[config.mk]
export PLATFORM = sky130hd
export DESIGN_NAME = ppoc_port_ctl
export DESIGN_NICKNAME = d
export VERILOG_FILES = /design/src/logic/ppoc_pkg.sv /design/src/logic/ppoc_oc_detect.sv /design/src/logic/ppoc_port_ctl.sv
export SDC_FILE = /design/constraint.sdc
export NUM_CORES = 1
export LEC_CHECK = 0
export BUFFER_PORTS_ARGS = -buffer_cell sky130_fd_sc_hd__buf_2
export CAP_MARGIN = 20
export CORE_ASPECT_RATIO = 1.25
export CORE_MARGIN = 2
export CORE_UTILIZATION = 45
export DETAILED_ROUTE_END_ITERATION = 8
export PLACE_DENSITY = 0.6
export SLEW_MARGIN = 20
export SYNTH_ARGS = -nofsm -noshare
export SYNTH_HDL_FRONTEND = slang
export SYNTH_SLANG_ARGS = --single-unit
[constraint.sdc]
create_clock -name core_clk -period 2.9 [get_ports core_clk]
set_input_delay 0.435 -clock core_clk [delete_from_list [all_inputs] [get_ports core_clk]]
set_output_delay 0.435 -clock core_clk [all_outputs]
set_load 0.02 [all_outputs]
[src/logic/ppoc_pkg.sv]
`default_nettype none
package ppoc_pkg;
  localparam int          PORT_COUNT      = 4;
  localparam int          CLK_FREQ_HZ     = 125_000_000;
  localparam int          SINGLE_LOW_MS   = 5;
  localparam int          DOUBLE_WIN_MS   = 20;
  localparam int          SINGLE_CYC      = SINGLE_LOW_MS * (CLK_FREQ_HZ / 1000);
  localparam int          DOUBLE_CYC      = DOUBLE_WIN_MS * (CLK_FREQ_HZ / 1000);
  localparam int          CNT_W           = 22;
  localparam int          FILT_LEN        = 4;
  localparam logic [21:0] CNT_ZERO        = 22'h000000;
  localparam logic [21:0] CNT_ONE         = 22'h000001;

  typedef enum logic {
    PPOC_MODE_GANGED,
    PPOC_MODE_COMBINED
  } ppoc_mode_e;

  typedef enum logic [1:0] {
    PPOC_SRC_HUB,
    PPOC_SRC_CPU
  } ppoc_src_e;

  typedef struct packed {
    logic o;
    logic oe_n;
    logic pu_en;
  } ppoc_pin_drive_s;
endpackage : ppoc_pkg
`default_nettype wire

[src/logic/ppoc_oc_detect.sv]
`default_nettype none
module ppoc_oc_detect
  import ppoc_pkg::*;
#(
  parameter int SINGLE_CYCLES = SINGLE_CYC,
  parameter int WINDOW_CYCLES = DOUBLE_CYC
) (
  // clock and reset
  input  wire logic core_clk,
  input  wire logic srst,
  // sense
  input  wire logic enable,
  input  wire logic sense_low,
  // result
  output logic      oc_pulse
);
  logic [CNT_W-1:0] low_cnt_reg;
  logic [CNT_W-1:0] low_cnt_next;
  logic [CNT_W-1:0] win_cnt_reg;
  logic [CNT_W-1:0] win_cnt_next;
  logic             prev_low_reg;
  logic             armed_reg;
  logic             armed_next;
  logic             oc_next;

  wire logic fall      = sense_low && !prev_low_reg;
  wire logic win_open  = armed_reg && (win_cnt_reg < WINDOW_CYCLES[CNT_W-1:0]);
  wire logic single_hit = sense_low && (low_cnt_reg == SINGLE_CYCLES[CNT_W-1:0] - CNT_ONE);
  wire logic double_hit = fall && win_open;

  assign low_cnt_next = !enable || !sense_low ? CNT_ZERO :
                        (single_hit ? low_cnt_reg : low_cnt_reg + CNT_ONE);
  assign armed_next   = enable && (fall ? !double_hit : (armed_reg && win_open));
  assign win_cnt_next = !enable || fall ? CNT_ZERO :
                        (armed_reg ? win_cnt_reg + CNT_ONE : CNT_ZERO);
  assign oc_next      = enable && (single_hit || double_hit);

  always_ff @(posedge core_clk) begin
    if (srst) begin
      low_cnt_reg  <= CNT_ZERO;
      win_cnt_reg  <= CNT_ZERO;
      prev_low_reg <= 1'b0;
      armed_reg    <= 1'b0;
      oc_pulse     <= 1'b0;
    end else begin
      low_cnt_reg  <= low_cnt_next;
      win_cnt_reg  <= win_cnt_next;
      // ungated, so a port powered up into a stale low sees no false falling edge
      prev_low_reg <= sense_low;
      armed_reg    <= armed_next;
      oc_pulse     <= oc_next;
    end
  end

  chk_single_count: assert property (@(posedge core_clk) disable iff (srst)
    (enable && sense_low && low_cnt_reg == SINGLE_CYCLES[CNT_W-1:0] - CNT_ONE) |=> oc_pulse)
    else $error("long low did not flag over-current");
  chk_no_oc_idle: assert property (@(posedge core_clk) disable iff (srst)
    !$past(enable) |-> !oc_pulse)
    else $error("over-current flagged while port unpowered");
endmodule : ppoc_oc_detect
`default_nettype wire

[src/logic/ppoc_port_ctl.sv]
`default_nettype none
// Functional notes
// - The block runs in either ganged or combined port control mode.
// - Ganged mode uses one shared pin for power and sensing of all ports.
// - Combined mode gives each port its own power and sense pin.
// - Power comes from either the hub logic or the embedded processor.
// - A powered-off port drives its pin low with the pull-up off.
// - A powered port releases the pin and enables the pull-up.
// - A powered port's pin is sampled continuously for over-current.
// - One continuous low of at least 5 ms is an over-current.
// - Two separate low groups within a 20 ms window are an over-current.
// - Short transient lows are filtered out before detection.
module ppoc_port_ctl
  import ppoc_pkg::*;
#(
  parameter int SINGLE_CYCLES = SINGLE_CYC,
  parameter int WINDOW_CYCLES = DOUBLE_CYC
) (
  // clock and reset
  input  wire logic                  core_clk,
  input  wire logic                  srst,
  // configuration
  input  wire ppoc_pkg::ppoc_mode_e  mode,
  input  wire ppoc_pkg::ppoc_src_e   ctl_src,
  // power requests
  input  wire logic [PORT_COUNT-1:0] hub_pwr_on,
  input  wire logic [PORT_COUNT-1:0] cpu_pwr_on,
  // status update
  input  wire logic [PORT_COUNT-1:0] oc_clear,
  output logic      [PORT_COUNT-1:0] oc_flag,
  output logic      [PORT_COUNT-1:0] port_powered,
  // per-port pins
  input  wire logic [PORT_COUNT-1:0] port_power_sense_pin_i,
  output logic      [PORT_COUNT-1:0] port_power_sense_pin_o,
  output logic      [PORT_COUNT-1:0] port_power_sense_pin_oe_n,
  output logic      [PORT_COUNT-1:0] port_pullup_en,
  // shared pin
  input  wire logic                  shared_power_sense_pin_i,
  output logic                       shared_power_sense_pin_o,
  output logic                       shared_power_sense_pin_oe_n,
  output logic                       shared_pullup_en
);
  logic [PORT_COUNT-1:0] pwr_reg;
  logic [PORT_COUNT-1:0] pin_s1_reg;
  logic [PORT_COUNT-1:0] pin_s2_reg;
  logic                  sh_s1_reg;
  logic                  sh_s2_reg;
  logic [PORT_COUNT-1:0] oc_reg;
  logic [PORT_COUNT-1:0] oc_hit;
  logic                  sh_hit;
  logic [FILT_LEN-1:0]   sh_filt_reg;
  logic                  sh_low_reg;
  ppoc_pin_drive_s       sh_drv;

  wire logic                  ganged   = (mode == PPOC_MODE_GANGED);
  wire logic [PORT_COUNT-1:0] pwr_req  = (ctl_src == PPOC_SRC_CPU) ? cpu_pwr_on : hub_pwr_on;
  wire logic                  gang_req = |pwr_req;
  wire logic                  gang_oc   = |oc_reg;
  wire logic                  gang_en   = ganged && pwr_reg[0];
  wire logic [PORT_COUNT-1:0] gang_next = {PORT_COUNT{gang_req && !gang_oc}};
  wire logic [PORT_COUNT-1:0] comb_next = pwr_req & ~oc_reg;
  wire logic [PORT_COUNT-1:0] pwr_next  = ganged ? gang_next : comb_next;

  // power drops at once on an over-current so a shorted load is not held on
  always_ff @(posedge core_clk) begin
    if (srst) begin
      pwr_reg <= '0;
    end else begin
      pwr_reg <= pwr_next;
    end
  end

  // pins are asynchronous to core_clk
  always_ff @(posedge core_clk) begin
    if (srst) begin
      pin_s1_reg <= '1;
      pin_s2_reg <= '1;
      sh_s1_reg  <= 1'b1;
      sh_s2_reg  <= 1'b1;
    end else begin
      pin_s1_reg <= port_power_sense_pin_i;
      pin_s2_reg <= pin_s1_reg;
      sh_s1_reg  <= shared_power_sense_pin_i;
      sh_s2_reg  <= sh_s1_reg;
    end
  end

  // glitch filter: a low counts only after FILT_LEN agreeing samples; costs a few cycles of latency
  always_ff @(posedge core_clk) begin
    if (srst) begin
      sh_filt_reg <= '1;
      sh_low_reg  <= 1'b0;
    end else begin
      sh_filt_reg <= {sh_filt_reg[FILT_LEN-2:0], sh_s2_reg};
      if (sh_filt_reg == '0) begin
        sh_low_reg <= 1'b1;
      end else if (sh_filt_reg == '1) begin
        sh_low_reg <= 1'b0;
      end
    end
  end

  ppoc_oc_detect #(
    .SINGLE_CYCLES(SINGLE_CYCLES),
    .WINDOW_CYCLES(WINDOW_CYCLES)
  ) u_gang_det (
    .core_clk (core_clk),
    .srst     (srst),
    .enable   (gang_en),
    .sense_low(sh_low_reg),
    .oc_pulse (sh_hit)
  );

  genvar g;
  generate
    for (g = 0; g < PORT_COUNT; g++) begin : g_port
      logic [FILT_LEN-1:0] filt_reg;
      logic                low_reg;
      logic                flag_reg;
      wire logic           det_en = !ganged && pwr_reg[g];
      always_ff @(posedge core_clk) begin
        if (srst) begin
          filt_reg <= '1;
          low_reg  <= 1'b0;
        end else begin
          filt_reg <= {filt_reg[FILT_LEN-2:0], pin_s2_reg[g]};
          if (filt_reg == '0) begin
            low_reg <= 1'b1;
          end else if (filt_reg == '1) begin
            low_reg <= 1'b0;
          end
        end
      end

      ppoc_oc_detect #(
        .SINGLE_CYCLES(SINGLE_CYCLES),
        .WINDOW_CYCLES(WINDOW_CYCLES)
      ) u_det (
        .core_clk (core_clk),
        .srst     (srst),
        .enable   (det_en),
        .sense_low(low_reg),
        .oc_pulse (oc_hit[g])
      );

      // set wins over clear
      always_ff @(posedge core_clk) begin
        if (srst) begin
          flag_reg <= 1'b0;
        end else if (oc_hit[g] || (ganged && sh_hit)) begin
          flag_reg <= 1'b1;
        end else if (oc_clear[g]) begin
          flag_reg <= 1'b0;
        end
      end
      assign oc_reg[g] = flag_reg;

      // off or ganged: drive 0, pull-up off; on in combined mode: release, pull-up on
      assign port_power_sense_pin_o[g]    = 1'b0;
      assign port_power_sense_pin_oe_n[g] = !ganged && pwr_reg[g];
      assign port_pullup_en[g]            = !ganged && pwr_reg[g];
    end
  endgenerate

  assign sh_drv.o    = 1'b0;
  assign sh_drv.oe_n = gang_en;
  assign sh_drv.pu_en = gang_en;
  assign shared_power_sense_pin_o    = sh_drv.o;
  assign shared_power_sense_pin_oe_n = sh_drv.oe_n;
  assign shared_pullup_en            = sh_drv.pu_en;
  assign oc_flag      = oc_reg;
  assign port_powered = pwr_reg;

  chk_off_drives_low: assert property (@(posedge core_clk) disable iff (srst)
    !port_powered[0] |-> (!port_power_sense_pin_oe_n[0] && !port_pullup_en[0]))
    else $error("unpowered port not driven low");
  chk_on_released: assert property (@(posedge core_clk) disable iff (srst)
    (!ganged && port_powered[1]) |-> (port_power_sense_pin_oe_n[1] && port_pullup_en[1]))
    else $error("powered port not released");
  chk_flag_sticky: assert property (@(posedge core_clk) disable iff (srst)
    (oc_flag[0] && !oc_clear[0]) |=> oc_flag[0])
    else $error("over-current flag lost without clear");
  chk_oc_cuts_power: assert property (@(posedge core_clk) disable iff (srst)
    (!ganged && $rose(oc_flag[1]) && $stable(mode)) |=> !port_powered[1])
    else $error("power stayed on after over-current");
  chk_src_select: assert property (@(posedge core_clk) disable iff (srst)
    (!ganged && ctl_src == PPOC_SRC_CPU && !cpu_pwr_on[2]) |=> !port_powered[2])
    else $error("processor power request ignored");
  chk_gang_shared: assert property (@(posedge core_clk) disable iff (srst)
    ganged |-> (port_power_sense_pin_oe_n == '0 && port_pullup_en == '0))
    else $error("per-port pin released in ganged mode");
  chk_glitch_filtered: assert property (@(posedge core_clk) disable iff (srst)
    (!ganged && $rose(oc_flag[1])) |-> $past(pin_s2_reg[1], FILT_LEN + 1) == 1'b0)
    else $error("over-current raised without sustained low");
  chk_gang_flags_all: assert property (@(posedge core_clk) disable iff (srst)
    (ganged && sh_hit) |=> (&oc_flag))
    else $error("ganged over-current not shown on all ports");


  chk_reset_pins_low: assert property (@(posedge core_clk)
    srst
    |=> (port_power_sense_pin_oe_n == '0 && port_pullup_en == '0 && !shared_power_sense_pin_oe_n))
    else $error("pins not driven low after reset");
  chk_reset_flags_clear: assert property (@(posedge core_clk)
    srst
    |=> (oc_flag == '0 && port_powered == '0))
    else $error("flags or power left over after reset");
  chk_pin_out_low: assert property (@(posedge core_clk) disable iff (srst)
    (port_power_sense_pin_o == '0)
    && !shared_power_sense_pin_o)
    else $error("pin output level not low");
  chk_pullup_tracks: assert property (@(posedge core_clk) disable iff (srst)
    (port_pullup_en == port_power_sense_pin_oe_n)
    && (shared_pullup_en == shared_power_sense_pin_oe_n))
    else $error("pull-up not tied to driver release");
  chk_off_port_driven: assert property (@(posedge core_clk) disable iff (srst)
    (port_power_sense_pin_oe_n & ~port_powered) == '0
    )
    else $error("unpowered port pin released");

  chk_combined_shared_low: assert property (@(posedge core_clk) disable iff (srst)
    !ganged
    |-> (!shared_power_sense_pin_oe_n && !shared_pullup_en))
    else $error("shared pin released in combined mode");
  chk_gang_equal_power: assert property (@(posedge core_clk) disable iff (srst)
    ganged
    |=> (port_powered == '0 || port_powered == '1))
    else $error("ganged ports powered unequally");
  chk_gang_release: assert property (@(posedge core_clk) disable iff (srst)
    (ganged && port_powered[0])
    |-> (shared_power_sense_pin_oe_n && shared_pullup_en))
    else $error("powered shared pin not released");
  chk_shared_needs_power: assert property (@(posedge core_clk) disable iff (srst)
    shared_power_sense_pin_oe_n
    |-> (ganged && port_powered[0]))
    else $error("shared pin released without power");
  chk_gang_oc_blocks: assert property (@(posedge core_clk) disable iff (srst)
    (ganged && oc_flag != '0)
    |=> (port_powered == '0))
    else $error("ganged power kept during over-current");

  chk_flag_blocks_power: assert property (@(posedge core_clk) disable iff (srst)
    (oc_flag != '0)
    |=> ((port_powered & $past(oc_flag)) == '0))
    else $error("flagged port still powered");
  chk_flag_needs_hit: assert property (@(posedge core_clk) disable iff (srst)
    $rose(oc_flag[3])
    |-> ($past(oc_hit[3]) || $past(ganged && sh_hit)))
    else $error("flag raised without detection");
  chk_clear_drops_flag: assert property (@(posedge core_clk) disable iff (srst)
    (oc_flag[3] && oc_clear[3] && !oc_hit[3] && !(ganged && sh_hit))
    |=> !oc_flag[3])
    else $error("status update did not clear flag");
  chk_single_power_cut: assert property (@(posedge core_clk) disable iff (srst)
    (!ganged && $rose(oc_flag[3]))
    |=> !port_powered[3])
    else $error("long low did not remove power");
  chk_hub_src_off: assert property (@(posedge core_clk) disable iff (srst)
    (!ganged && ctl_src == PPOC_SRC_HUB && !hub_pwr_on[2])
    |=> !port_powered[2])
    else $error("hub power request ignored");
  chk_cpu_src_on: assert property (@(posedge core_clk) disable iff (srst)
    (!ganged && ctl_src == PPOC_SRC_CPU && cpu_pwr_on[1] && !oc_flag[1])
    |=> port_powered[1])
    else $error("processor power request not applied");

  chk_shared_filter_low: assert property (@(posedge core_clk) disable iff (srst)
    $rose(sh_low_reg)
    |-> ($past(sh_s2_reg, 2) == 1'b0 && $past(sh_s2_reg, FILT_LEN + 1) == 1'b0))
    else $error("shared low accepted before filter");
  chk_port_filter_low: assert property (@(posedge core_clk) disable iff (srst)
    $rose(g_port[1].low_reg)
    |-> ($past(pin_s2_reg[1], 2) == 1'b0 && $past(pin_s2_reg[1], FILT_LEN + 1) == 1'b0))
    else $error("port low accepted before filter");
  chk_gang_det_quiet: assert property (@(posedge core_clk) disable iff (srst)
    (!ganged && !$past(ganged))
    |-> !sh_hit)
    else $error("shared detector active in combined mode");
  chk_port_det_quiet: assert property (@(posedge core_clk) disable iff (srst)
    (ganged && $past(ganged))
    |-> (oc_hit == '0))
    else $error("port detector active in ganged mode");
  chk_sync_port: assert property (@(posedge core_clk) disable iff (srst)
    pin_s2_reg == $past(pin_s1_reg)
    )
    else $error("port pin sync stage skipped");
  chk_sync_shared: assert property (@(posedge core_clk) disable iff (srst)
    sh_s2_reg == $past(sh_s1_reg)
    )
    else $error("shared pin sync stage skipped");

  cov_combined_oc: cover property (@(posedge core_clk) !ganged && $rose(oc_flag[0]));
  cov_double_oc:   cover property (@(posedge core_clk) !ganged && $rose(oc_flag[1]));
  cov_gang_power:  cover property (@(posedge core_clk) ganged && port_powered == '1);
  cov_ganged_oc:   cover property (@(posedge core_clk) ganged && sh_hit);
  cov_clear:       cover property (@(posedge core_clk) $fell(oc_flag[0]));
endmodule : ppoc_port_ctl
`default_nettype wire

* After elaboration in Yosys (flattened, before gate mapping)
Index checks and enable logic that the tools add are counted. Widths: inputs -> output; s select.
Operators by class: add/sub/neg operators 10, order comparisons 5, eq/ne operators 11, multiplexer cells 25, bitwise operators 8, reductions and logical operators 108
Operators by type and width (count):
- $add 22x1->22 const B | 10
- $eq 22x20->1 const B | 5
- $lt 22x22->1 const B | 5
- $logic_and 1x1->1 | 42
- $mux 1 | 23
- $logic_not 1->1 | 21
- $eq 4x4->1 const B | 5
- $logic_not 4->1 | 5
- $logic_or 1x1->1 | 19
- $reduce_bool 2->1 | 9
- $reduce_or 3->1 | 5
- $reduce_or 2->1 | 5
- $mux 4 | 2
- $reduce_or 4->1 | 2
- $not 1->1 | 6
- $and 4x4->4 | 1
- $not 4->4 | 1
- $eq 2x1->1 const B | 1
Storage, ports and cells: register bits 278, output and inout port bits 23, word-level logic and storage cells 211

* Longest topological paths before layout
depth after elaboration 6, gate-level depth with buffers 7

* Modules after synthesis
Synthesis repeated with hierarchy kept, for this count alone.
Second synthesis, totals: cells, all modules 1386, area total of the unflattened synthesis 12705.9 um2
By module, submodules not included:
- ppoc_oc_detect | instances 5, cells each 246, area each 2224.6 um2, seq. area each 940.9 um2
- ppoc_port_ctl | instances 1, cells each 156, area each 1582.8 um2, seq. area each 860.8 um2

* Worst setup path before layout
OpenSTA, ideal clock, no wires.
kind in2reg, from input port mode, to register u_gang_det.low_cnt_reg[3], data arrival time 1.889 ns, required time 2.826 ns, slack 0.936 ns, stages 7, path buffers 3, cells stage by stage buf_2 or3b_1 buf_2 or2_2 buf_2 a2111o_1 o21ai_0
On the way: word-level cells in the longest chain between the ends 5
RTL lines:
- start, declared | RTL line ppoc_port_ctl.sv:23 | input wire ppoc_pkg::ppoc_mode_e mode,
- $not 1->1 | RTL line ppoc_port_ctl.sv:55 | wire logic ganged = (mode == PPOC_MODE_GANGED);
- $logic_and 1x1->1 | RTL line ppoc_port_ctl.sv:59 | wire logic gang_en = ganged && pwr_reg[0];
- $logic_not 1->1 | RTL line ppoc_oc_detect.sv:31 | assign low_cnt_next = !enable || !sense_low ? CNT_ZERO :
- $logic_or 1x1->1 | RTL line ppoc_oc_detect.sv:31
- $reduce_or 2->1 (no source line)
- end signal, assigned | RTL line ppoc_oc_detect.sv:46 | low_cnt_reg <= low_cnt_next;
- end, declared | RTL line ppoc_oc_detect.sv:17 | logic [CNT_W-1:0] low_cnt_reg;
Every way passes these cells. A chain may end at the register's enable or synchronous reset.

* Worst setup path after layout
from register u_gang_det.low_cnt_reg[0], to register u_gang_det.low_cnt_reg[18]
On the way: word-level cells in the longest chain between the ends 2, elaborated cells between the ends (all ways) 3, those cells by class 1 x add/sub; 1 x eq/ne; 1 x reduce/logical
RTL lines:
- branches (longest 2 deep; another with $add 22x1->22)
Several ways; the timed one is not identified.

==> summary.txt <==
Final layout
  – Fraction of layout cells with a size suffix above 1: between 10 and 15%
  – Area occupied by multi-input gates: ~6900 um^2
  – Nets@finish: 1548
  – Final instance area: about 14000 um^2
  – Syn-to-layout area delta: 10.51%
  – Post-layout util: about half
  – Fillers: approximately 2700
  – Post-route insts no fill: about 1900
  – FF/Latch Area: 5565 um^2

Synthesis
  – Synth async-reset ratio: 0%
  – Yosys cell types: 67
  – Area leader, netlist: dfxtp_1
  – Syn avg cell area: 8.579 um^2
  – Synth Flop Type: dfxtp_1
  – Cell with the most instances after synthesis: dfxtp_1
  – Synth Cell Area: ~13000 um^2
  – Mapped Cells: between 1500 and 2000
  – Post-synth EDFFs: 0
  – Synth cell count leaders: dfxtp_1, nor2_1, nand2_1
  – Seq/Total Area, Yosys: between 40 and 50%
  – Top area cells in the synthesized netlist: dfxtp_1, a21oi_1, nor2_1
  – Synth Register Bits: around 280
  – Top-area cell type share of the netlist area: between 40% and 50%
  – Yosys warning count: 0

Floorplan
  – Cell Rows: 69
  – Core ar.: around 28000 um^2
  – DIE HEIGHT: 193.9 um
  – Die area: ~30000 um^2
  – Die width: 156.0 um
  – Initial core utilization: 45.73%
  – Ports: 45

Outcome
  – Status: finished clean

Pwr
  – Power per cell area: 552.2 nW/um^2
  – Leakage: 4.428 nW
  – Max VDD drop: 0.4016 mV

Route
  – Routed WL per cell: around 14 um
  – Vias: between 10000 and 15000
  – Antenna viol nets, final: 0
  – Pre-antenna DRT Iters: 5
  – Detailed Route Iter0 Violations: about 480
  – DRC: 0
  – Vias per Instance: between 5 and 6
  – Total Routed Length: approximately 27 mm

Placed design
  – Port buffer count: 39
  – Place WS: roughly 0.66 ns
  – Placer congestion estimate: approximately 0.79
  – Dpl cell area: approximately 13000 um^2
  – Placed cell count: roughly 1800
  – Final HPWL DP: ~19 mm

Timing
  – Slew Viols, Final: 0
  – Rel. slew slack: 51.70%
  – Clock skew: 0.01761 ns
  – Setup TNS: 0 ns
  – Final Hold Viols: 0
  – Setup violators final: 0
  – RSZ-0062 raised after global routing: no
  – Final period utilization: approximately three quarters
  – Tmin final: 2.159 ns
  – Fmax: about 460 MHz
  – Final WS setup: between 0.7 and 0.8 ns
  – Slew @ Worst Pin: approximately 0.72 ns

Global route
  – Vias in the first global route: slightly below 10000
  – GRT overflow: 0
  – First-pass GRT wire length: about 46 mm
  – Largest net degree at the start of global routing: 23
  – GR Util All Layers: about 18%
  – Antenna violations before repair: 2

Run
  – Max-Cap Viols: 0

Clock network
  – CTS hold repair buffers: 0
  – TritonCTS clock tree: yes
  – Post-CTS Setup Inserts: 0
  – CTS Buf Count: 29
  – Worst skew pair latency: ~0.54 ns
  – Clk buf depth: 3
  – CTS HTree Levels: 1
  – CTS resizes: 0
  – Clock Tree Root: clkbuf_16
  – CTS Sinks: 278
  – Reg clk slew, reported paths: 0.06 ns

Worst setup path
  – R2R setup slack: about 0.74 ns
  – CP Capture Type: flip-flop
  – CP Data Arrival Time: roughly 2.6 ns
  – Crit Path Class: flip-flop to flip-flop
  – Critical path required time: 3.36 ns
  – CP startpoint kind: flip-flop
  – Crit Path Max Fanout: 8

Worst hold path
  – Hold crit path type: input port to flip-flop
layout make-up:
| cell class | instances | area share (%) |
|---|---|---|
| repair buffers | 49 | 1.883 |
| well taps | 355 | 3.094 |
| clock inverters | 18 | 1.709 |
| diodes | 1 | 0.01743 |
| clock buffers | 35 | 5.422 |
| multi-input cells | 1128 | 48.32 |
| flip-flops and latches | 278 | 38.77 |
| inverters | 30 | 0.7845 |
placed cells by master, fill, tap and decap left out, types with 14 or more instances in the layout:
| cell type | count |
|---|---|
| dfxtp_1 | 278 |
| nor2_1 | 119 |
| nand2_1 | 112 |
| a21oi_1 | 105 |
| nand3_1 | 88 |
| or4_1 | 58 |
| nand4_1 | 56 |
| o21ai_0 | 53 |
| o31ai_1 | 50 |
| xor2_1 | 50 |
| or3_1 | 46 |
| nor3_1 | 45 |
| or2_2 | 41 |
| buf_2 | 39 |
| xnor2_1 | 35 |
| inv_1 | 30 |
| clkbuf_16 | 29 |
| and4_1 | 28 |
| and2_1 | 24 |
| nor4_1 | 23 |
| and3_1 | 17 |
| mux2i_1 | 14 |
| nor4b_1 | 14 |
metrics by stage:
stage               hold WS [ns]  power, mW
floorplan                 0.3895      4.001
global placement          0.3917      4.031
detailed placement        0.3929      4.031
CTS                      0.06452      8.026
global route             0.06249      8.193
finish                   0.07602      7.926
critical path, cell delays in order (launching register included):
cell and delay [ns]:
dfxtp_1 0.38, ha_1 0.26, nand2_1 0.15, or4_1 0.64, or4_1 0.51, a21oi_1 0.15
report_power, final:
part / internal (mW) / switching (mW)
registers: 3.83 / 0.00900
logic: 0.0423 / 0.0623
clock network: 2.44 / 1.54
total: 6.31 / 1.62
logic make-up after synthesis:
| logic type | after synthesis | share of synthesized area, % |
|---|---|---|
| DFF | 278 | 42.85 |
| adders and majority gates | 10 | 0.9633 |
| and+or+nand+nor | 729 | 31.56 |
| buffers and inverters | 112 | 3.872 |
| xor gates and xnor gates | 85 | 5.732 |
| other | 1 | 0.02887 |
| muxes | 18 | 1.426 |
| AOI/OAI and AO/OA | 281 | 13.57 |
routing by layer:
layer	part of all wire [%]	global-route usage, %	vias to the layer above	routed length (um)
met5	0.041	0	-	11
met4	1.8	4.451	2	476
met1	47	23.12	5036	12620
met2	48	30.14	124	12850
li1	-	-	5558	-
met3	3.7	2.705	42	998
final timing paths:
check                                    end                      start  cells past startpoint
hold / removal                 pin_s1_reg[3]  port_power_sense_pin_i[3]                      2
setup reg to reg  u_gang_det.low_cnt_reg[18]  u_gang_det.low_cnt_reg[0]                      5
setup / recovery  u_gang_det.low_cnt_reg[18]  u_gang_det.low_cnt_reg[0]                      5
hold reg to reg        g_port[1].filt_reg[0]              pin_s2_reg[1]                      1
Note: power is estimated with default switching activity, not from simulation.
